==> src/verilog/mcualu_pkg.sv <==
/*
  Constants and types shared by the instruction datapath block.
  Assumes a single 100 MHz clock and a synchronous active-low reset.
*/
package mcualu_pkg;

  // ---------------------------------------------------------------
  // operation codes from the decoder
  // ---------------------------------------------------------------
  typedef enum logic [2:0] {
    MCUALU_OP_NONE                     = 3'h0,
    MCUALU_OP_COMPLEMENT_TO_ACCUMULATOR = 3'h1,
    MCUALU_OP_DECIMAL_ADJUST           = 3'h2,
    MCUALU_OP_DECREMENT_MEMORY         = 3'h3,
    MCUALU_OP_DECREMENT_TO_ACCUMULATOR = 3'h4,
    MCUALU_OP_INCREMENT_MEMORY         = 3'h5,
    MCUALU_OP_INCREMENT_TO_ACCUMULATOR = 3'h6,
    MCUALU_OP_HALT                     = 3'h7
  } mcualu_op_e;

  // ---------------------------------------------------------------
  // core run state
  // ---------------------------------------------------------------
  typedef enum logic [0:0] {
    MCUALU_ST_RUN  = 1'h0,
    MCUALU_ST_DOWN = 1'h1
  } mcualu_st_e;

  // ---------------------------------------------------------------
  // widths, reset values and constants
  // ---------------------------------------------------------------
  localparam int         MCUALU_DW          = 8;
  localparam logic [7:0] MCUALU_ACC_RST     = 8'h00;
  localparam logic [3:0] MCUALU_NIB_MAX     = 4'h9;
  localparam logic [7:0] MCUALU_ADJ_LO      = 8'h06;
  localparam logic [7:0] MCUALU_ADJ_HI      = 8'h60;
  localparam logic [7:0] MCUALU_ONE         = 8'h01;
  localparam logic [3:0] MCUALU_LO_LSB      = 4'h0;
  localparam logic [3:0] MCUALU_HI_LSB      = 4'h4;
  localparam logic       MCUALU_FLAG_RST    = 1'b0;

endpackage

==> src/verilog/mcualu_res_if.sv <==
/*
  Interface carrying one computed result from the arithmetic unit to the core.
  Assumes both ends run on the same clock.
*/
`timescale 1ns/10ps
interface mcualu_res_if;
  logic [7:0] value;     // result byte
  logic       to_acc;    // write accumulator
  logic       to_mem;    // write memory
  logic       set_z;     // update zero flag
  logic       z;         // new zero flag
  logic       set_c;     // update carry flag
  logic       c;         // new carry flag
  modport src (output value, to_acc, to_mem, set_z, z, set_c, c);
  modport dst (input  value, to_acc, to_mem, set_z, z, set_c, c);
endinterface // mcualu_res_if

==> src/verilog/mcualu_calc.sv <==
/*
  Combinational arithmetic for the supported operations.
  Assumes operands are stable while the operation code is presented.
*/
`timescale 1ns/10ps
module mcualu_calc (
  input  wire mcualu_pkg::mcualu_op_e op_i,
  input  wire logic [7:0]             mem_i,
  input  wire logic [7:0]             acc_i,
  input  wire logic                   c_i,
  input  wire logic                   ac_i,
  mcualu_res_if.src                   res
);

  // -------------------------------------------------------------
  // helpers
  // -------------------------------------------------------------
  function automatic logic nib_high(input logic [3:0] n);
    nib_high = (n > mcualu_pkg::MCUALU_NIB_MAX);
  endfunction

  logic [8:0] sum_lo;
  logic [8:0] sum_all;
  logic       adj_lo;
  logic       adj_hi;

  // decimal adjust correction in two steps
  always_comb begin
    adj_lo  = nib_high(acc_i[3:0]) || ac_i;
    sum_lo  = {1'b0, acc_i} + (adj_lo ? {1'b0, mcualu_pkg::MCUALU_ADJ_LO} : 9'h000);
    adj_hi  = nib_high(sum_lo[7:4]) || c_i || sum_lo[8];
    sum_all = {1'b0, sum_lo[7:0]} + (adj_hi ? {1'b0, mcualu_pkg::MCUALU_ADJ_HI} : 9'h000);
  end

  // result selection per operation
  always_comb begin
    res.value  = mem_i;
    res.to_acc = 1'b0;
    res.to_mem = 1'b0;
    res.set_z  = 1'b0;
    res.set_c  = 1'b0;
    res.c      = c_i;
    case (op_i)
      mcualu_pkg::MCUALU_OP_COMPLEMENT_TO_ACCUMULATOR: begin
        res.value  = ~mem_i;
        res.to_acc = 1'b1;
        res.set_z  = 1'b1;
      end
      mcualu_pkg::MCUALU_OP_DECIMAL_ADJUST: begin
        res.value  = sum_all[7:0];
        res.to_mem = 1'b1;
        res.set_c  = 1'b1;
        res.c      = c_i | adj_hi | sum_all[8];
      end
      mcualu_pkg::MCUALU_OP_DECREMENT_MEMORY: begin
        res.value  = mem_i - mcualu_pkg::MCUALU_ONE;
        res.to_mem = 1'b1;
        res.set_z  = 1'b1;
      end
      mcualu_pkg::MCUALU_OP_DECREMENT_TO_ACCUMULATOR: begin
        res.value  = mem_i - mcualu_pkg::MCUALU_ONE;
        res.to_acc = 1'b1;
        res.set_z  = 1'b1;
      end
      mcualu_pkg::MCUALU_OP_INCREMENT_MEMORY: begin
        res.value  = mem_i + mcualu_pkg::MCUALU_ONE;
        res.to_mem = 1'b1;
        res.set_z  = 1'b1;
      end
      mcualu_pkg::MCUALU_OP_INCREMENT_TO_ACCUMULATOR: begin
        res.value  = mem_i + mcualu_pkg::MCUALU_ONE;
        res.to_acc = 1'b1;
        res.set_z  = 1'b1;
      end
      default: begin
        res.value  = mem_i;
      end
    endcase
  end

  assign res.z = (res.value == 8'h00);

endmodule // mcualu_calc

==> src/verilog/mcualu_top.sv <==
/*
  Execution datapath for complement, decimal adjust, increment, decrement
  and halt. Holds accumulator, zero, carry and status flags.
  Assumes the decoder presents one operation per cycle with op_valid_i, the
  memory byte on mem_rdata_i, and that memory accepts mem_we_o writes.
  Wake-up from power-down is a plain input pulse from outside.
  Watchdog expiry is a plain input pulse that sets the time-out flag.
*/
`timescale 1ns/10ps
module mcualu_top (
  input  wire logic       clk_i,
  input  wire logic       rstn_i,
  input  wire logic       op_valid_i,
  input  wire logic [2:0] op_i,
  input  wire logic [7:0] mem_rdata_i,
  input  wire logic       ac_i,
  input  wire logic       wake_i,
  input  wire logic       watchdog_expire_i,
  output logic [7:0]      acc_o,
  output logic            zero_o,
  output logic            carry_o,
  output logic            mem_we_o,
  output logic [7:0]      mem_wdata_o,
  output logic            power_down_flag_o,
  output logic            watchdog_timeout_flag_o,
  output logic            watchdog_clear_o,
  output logic            fetch_enable_o,
  output logic            sys_clk_en_o
);

  // -------------------------------------------------------------
  // arithmetic
  // -------------------------------------------------------------
  mcualu_res_if res_w ();
  mcualu_pkg::mcualu_op_e op_w;
  mcualu_pkg::mcualu_st_e st_q;
  mcualu_pkg::mcualu_st_e st_d;
  logic                   take;

  assign op_w = mcualu_pkg::mcualu_op_e'(op_i);
  assign take = op_valid_i && (st_q == mcualu_pkg::MCUALU_ST_RUN);

  mcualu_calc u_calc (
    .op_i  (op_w),
    .mem_i (mem_rdata_i),
    .acc_i (acc_o),
    .c_i   (carry_o),
    .ac_i  (ac_i),
    .res   (res_w)
  );

  // -------------------------------------------------------------
  // registers and flags
  // -------------------------------------------------------------
  logic [7:0] acc_d;
  logic       z_d;
  logic       c_d;
  logic       we_d;
  logic [7:0] wd_d;
  logic       pdf_d;
  logic       to_d;
  logic       wdc_d;

  // next values of datapath state
  always_comb begin
    acc_d = acc_o;
    z_d   = zero_o;
    c_d   = carry_o;
    we_d  = 1'b0;
    wd_d  = mem_wdata_o;
    pdf_d = power_down_flag_o;
    to_d  = watchdog_timeout_flag_o;
    wdc_d = 1'b0;
    st_d  = st_q;
    case (st_q)
      mcualu_pkg::MCUALU_ST_RUN: begin
        if (take) begin
          if (res_w.to_acc) begin
            acc_d = res_w.value;
          end
          if (res_w.to_mem) begin
            we_d = 1'b1;
            wd_d = res_w.value;
          end
          if (res_w.set_z) begin
            z_d = res_w.z;
          end
          if (res_w.set_c) begin
            c_d = res_w.c;
          end
          if (op_w == mcualu_pkg::MCUALU_OP_HALT) begin
            st_d  = mcualu_pkg::MCUALU_ST_DOWN;
            wdc_d = 1'b1;
            pdf_d = 1'b1;
            to_d  = 1'b0;
          end
        end
      end
      mcualu_pkg::MCUALU_ST_DOWN: begin
        if (wake_i) begin
          st_d = mcualu_pkg::MCUALU_ST_RUN;
        end
      end
      default: begin
        st_d = mcualu_pkg::MCUALU_ST_RUN;
      end
    endcase
    if (watchdog_expire_i) begin
      to_d = 1'b1;                     // set beats a halt clear in one cycle
    end
  end

  // register stage
  always_ff @(posedge clk_i) begin
    if (!rstn_i) begin
      st_q                    <= mcualu_pkg::MCUALU_ST_RUN;
      acc_o                   <= mcualu_pkg::MCUALU_ACC_RST;
      zero_o                  <= mcualu_pkg::MCUALU_FLAG_RST;
      carry_o                 <= mcualu_pkg::MCUALU_FLAG_RST;
      mem_we_o                <= 1'b0;
      mem_wdata_o             <= mcualu_pkg::MCUALU_ACC_RST;
      power_down_flag_o       <= mcualu_pkg::MCUALU_FLAG_RST;
      watchdog_timeout_flag_o <= mcualu_pkg::MCUALU_FLAG_RST;
      watchdog_clear_o        <= 1'b0;
    end else begin
      st_q                    <= st_d;
      acc_o                   <= acc_d;
      zero_o                  <= z_d;
      carry_o                 <= c_d;
      mem_we_o                <= we_d;
      mem_wdata_o             <= wd_d;
      power_down_flag_o       <= pdf_d;
      watchdog_timeout_flag_o <= to_d;
      watchdog_clear_o        <= wdc_d;
    end
  end

  assign fetch_enable_o = (st_q == mcualu_pkg::MCUALU_ST_RUN);
  assign sys_clk_en_o   = (st_q == mcualu_pkg::MCUALU_ST_RUN);

endmodule // mcualu_top

==> config.mk <==
export PLATFORM = sky130hd
export DESIGN_NAME = mcualu_top
export DESIGN_NICKNAME = d
export VERILOG_FILES = /design/src/verilog/mcualu_pkg.sv /design/src/verilog/mcualu_res_if.sv /design/src/verilog/mcualu_calc.sv /design/src/verilog/mcualu_top.sv
export SDC_FILE = /design/constraint.sdc
export NUM_CORES = 1
export LEC_CHECK = 0
export ABC_AREA = 0
export BUFFER_PORTS_ARGS = -buffer_cell sky130_fd_sc_hd__buf_4
export CAP_MARGIN = 40
export CORE_MARGIN = 4
export CORE_UTILIZATION = 35
export CTS_CLUSTER_SIZE = 24
export DETAILED_ROUTE_END_ITERATION = 6
export SLEW_MARGIN = 20
export SYNTH_ARGS = -nofsm -noshare
export SYNTH_HDL_FRONTEND = slang
export SYNTH_HIERARCHICAL = 1
export SYNTH_SLANG_ARGS = --single-unit
==> constraint.sdc <==
create_clock -name clk_i -period 6.3 [get_ports clk_i]
set_input_delay 0.63 -clock clk_i [delete_from_list [all_inputs] [get_ports clk_i]]
set_output_delay 0.63 -clock clk_i [all_outputs]
set_load 0.05 [all_outputs]
==> metrics.yaml <==
power.density_nw_per_um2: 180
r2r-start: "acc_o[2]"
multiInputGateArea_um2: 1360
rsz0062_at_grt: "false"
cts_tree: "yes"
whs_ns: 0.463
cts.clk_slew.worst_paths_ns: 0.09
final.setup.tns_ns: 0
ctsLongestPathBuffers: 2
crit_fanout: 5
synth_edf_count: 0
overflow: 0
start_util_pct: 37.0
cp.required_ns: 6.49
cellLeakagePower_nw: 0.995
period_share_pct: 61.1
synth_nets: 273
clk_latency_ns: 0.27
design.core.area_um2: 5240
setup_violations: 0
root_buffer: "clkbuf_8"
seq_power_share_pct: 38.9
die_x_um: 82.4
drv_slew: 0
max_slew_margin_pct: 63.7
seq_area_frac_synth_pct: 23.8
nFillCells: 527
track_usage_pct: 14.5
diodes: 0
drc_errors: 0
r2r_slack_ns: 2.45
drtPass1Iterations: 4
power_w: 0.000412
grt_pass1_wl_um: 7730
syn_area_per_cell_um2: 7.97
post_cts_buffers: 0
arrival_ns: 4.04
synthArstFlopShare_pct: 0
worst_hold_path_type: "reg -> reg"
r2r_cells: 15
area_growth_pct: 18.2
grt_antenna_before_repair: 0
synthCells: 243
worst_slew_pin_slew_ns: 0.542
hp-start: "mem_wdata_o[3]"
viasPerCell: 5.34
gp_congestion: 0.839
vias: 1831
ant_nets: 0
synth_seq_cells: 23
min_path_cells: 2
fin_crit_ns: 3.85
skew_ns: 0.00637
max_freq_ghz: 0.260
clock_sinks: 23
pwr-share-comb_pct: 37.7
numPortBuffers: 40
grt_max_degree: 34
drive_gt1_share_pct: 18.3
seqCellArea_um2: 460
post_drt_wl_per_cell_um: 14.2
ir_drop_uv: 150
rows: 26
p_sw_w: 0.000155
die_h_um: 82.4
cts.repair.resized: 0
nNetsFinal: 304
grt_pass1_vias: 1611
yosysWarningCount: 6
start_kind: "flip-flop"
hold_end: "mem_wdata_o[3]"
ys_dominant_reg_cell: "dfxtp_1"
drv_cap: 0
first_iter_violations: 111
syn-cell-area_um2: 1940
h-tree-depth: 1
internal_power_w: 0.000257
routed_wl_um: 4860
status: "completed"
cts_hold_buf: 0
hold_viol: 0
numCtsBuffers: 3
worstSetupPathType: "reg -> reg"
dp_hpwl_um: 3820
boundaryPins: 41
finish.utilization_pct: 43.7
timing.rr.end: "acc_o[7]"
end_kind: "flip-flop"
swShare_pct: 37.6
yosys.cell_types.count: 53
dieArea_um2: 6780
clockPowerShare_pct: 23.4
## stage by stage
step / area (µm²) / std cells / worst slack (ns)
after floorplan: 1940 / 243 / 2.56
after global placement: 2230 / 338 / 2.27
after detailed placement: 2230 / 338 / 2.23
after CTS: 2280 / 342 / 2.46
after global routing: 2290 / 343 / 2.18
final: 2290 / 343 / 2.45
## synthesized netlist by cell type (2+ instances only)
library cell	instances	area share [%]
nor3_1	4	1.0
and2_1	2	0.65
and3_1	3	0.97
fa_1	3	3.1
nor3b_1	3	1.2
a31oi_1	2	0.65
and4_1	2	0.91
a21oi_1	8	2.1
a21o_1	4	1.6
nor2_1	16	3.1
nand3_1	7	1.8
or3_1	3	0.97
dfxtp_1	23	24
ha_1	10	6.5
o21ai_0	15	3.9
xor2_1	2	0.91
nand2b_1	2	0.65
o211ai_1	4	1.6
buf_4	3	1.2
a211oi_1	5	1.9
xnor2_1	9	4.1
or4_1	2	0.78
nand2_1	41	8.0
nand3b_1	5	1.9
mux2i_1	21	11
nor2b_1	2	0.65
buf_2	6	1.6
o22ai_1	3	0.97
clkbuf_1	3	0.58
inv_1	6	1.2
buf_6	2	1.2
## power by group through the flow
| stage | clock, W | combinational (W) | sequential, W |
|---|---|---|---|
| after floorplan | 0 | 0.0000885 | 0.000188 |
| after global placement | 0 | 0.000155 | 0.000164 |
| after detailed placement | 0 | 0.000154 | 0.000164 |
| after CTS | 0.0000992 | 0.000156 | 0.000160 |
| after global routing | 0.000103 | 0.000169 | 0.000161 |
| final | 0.0000964 | 0.000155 | 0.000160 |
## state kept, by name (all words and copies together), names as in the netlist
register / count
power_down_flag_o: 1
watchdog_timeout_flag_o: 1
zero_o: 1
watchdog_clear_o: 1
st_q: 1
carry_o: 1
mem_wdata_o: 8
acc_o: 8
mem_we_o: 1
## cells in the final DEF, fill, tap and decap left out, drive strengths merged, types with 4 or more instances in the layout
cell     n
a211oi   5
a21o     5
a21oi    9
buf     40
clkbuf   4
dfxtp   23
ha      10
inv      6
mux2i   21
nand2   41
nand3    7
nand3b   5
nor2    16
nor3     4
o211ai   4
o21ai   16
xnor2    9
## final cells by class
type,instances,area share (%)
clock inverter,1,0.328
timing repair buffer,41,13.3
clock buffer,3,1.81
sequential,23,20.1
tap,70,3.83
inverter,7,1.15
multi-input combinational,198,59.4
## per-layer routing
layer / wire length (µm) / vias up / track usage [%]
li1: - / 934 / -
met3: 275 / 2 / 3.36
met5: 0 / - / 0
met2: 2240 / 44 / 24.0
met1: 2330 / 851 / 19.6
met4: 19 / 0 / 1.99
## critical path: stages, from the launching register on
cell      delay [ns]
dfxtp_1         0.38
o21ai_0         0.18
nand2b_1        0.14
ha_1            0.24
fa_1            0.43
nand3_1         0.19
nand2_1         0.07
o211ai_1        0.10
nand2_1         0.16
ha_1            0.25
fa_1            0.36
xnor3_1         0.36
a21o_1          0.18
a211oi_1        0.42
nand2_1         0.15
mux2i_1         0.14
## kinds of logic (layout without fill, tap and decap cells)
family / count (synthesis) / after routing / synth area share [%]
AND/OR/NAND/NOR: 100 / 100 / 25.9
AO/OA/AOI/OAI: 52 / 52 / 17.8
flip-flops: 23 / 23 / 23.8
buffers and inverters: 22 / 52 / 6.01
multiplexers: 21 / 21 / 10.9
adder cells (fa/ha/maj): 13 / 13 / 9.57
XOR/XNOR: 12 / 12 / 6.14
## how the worst max path moves through the flow
stage | from | endpoint | slack (ns) | cells after the start
2_1_floorplan | op_i[1] | zero_o | 2.56 | 14
3_3_place_gp | ac_i | zero_o | 2.27 | 17
3_5_place_dp | ac_i | acc_o[7] | 2.23 | 15
4_1_cts | acc_o[2] | acc_o[7] | 2.46 | 15
5_1_grt | acc_o[2] | acc_o[7] | 2.18 | 15
6_report | acc_o[2] | acc_o[7] | 2.45 | 15
Note: power is estimated with default switching activity, not from simulation.
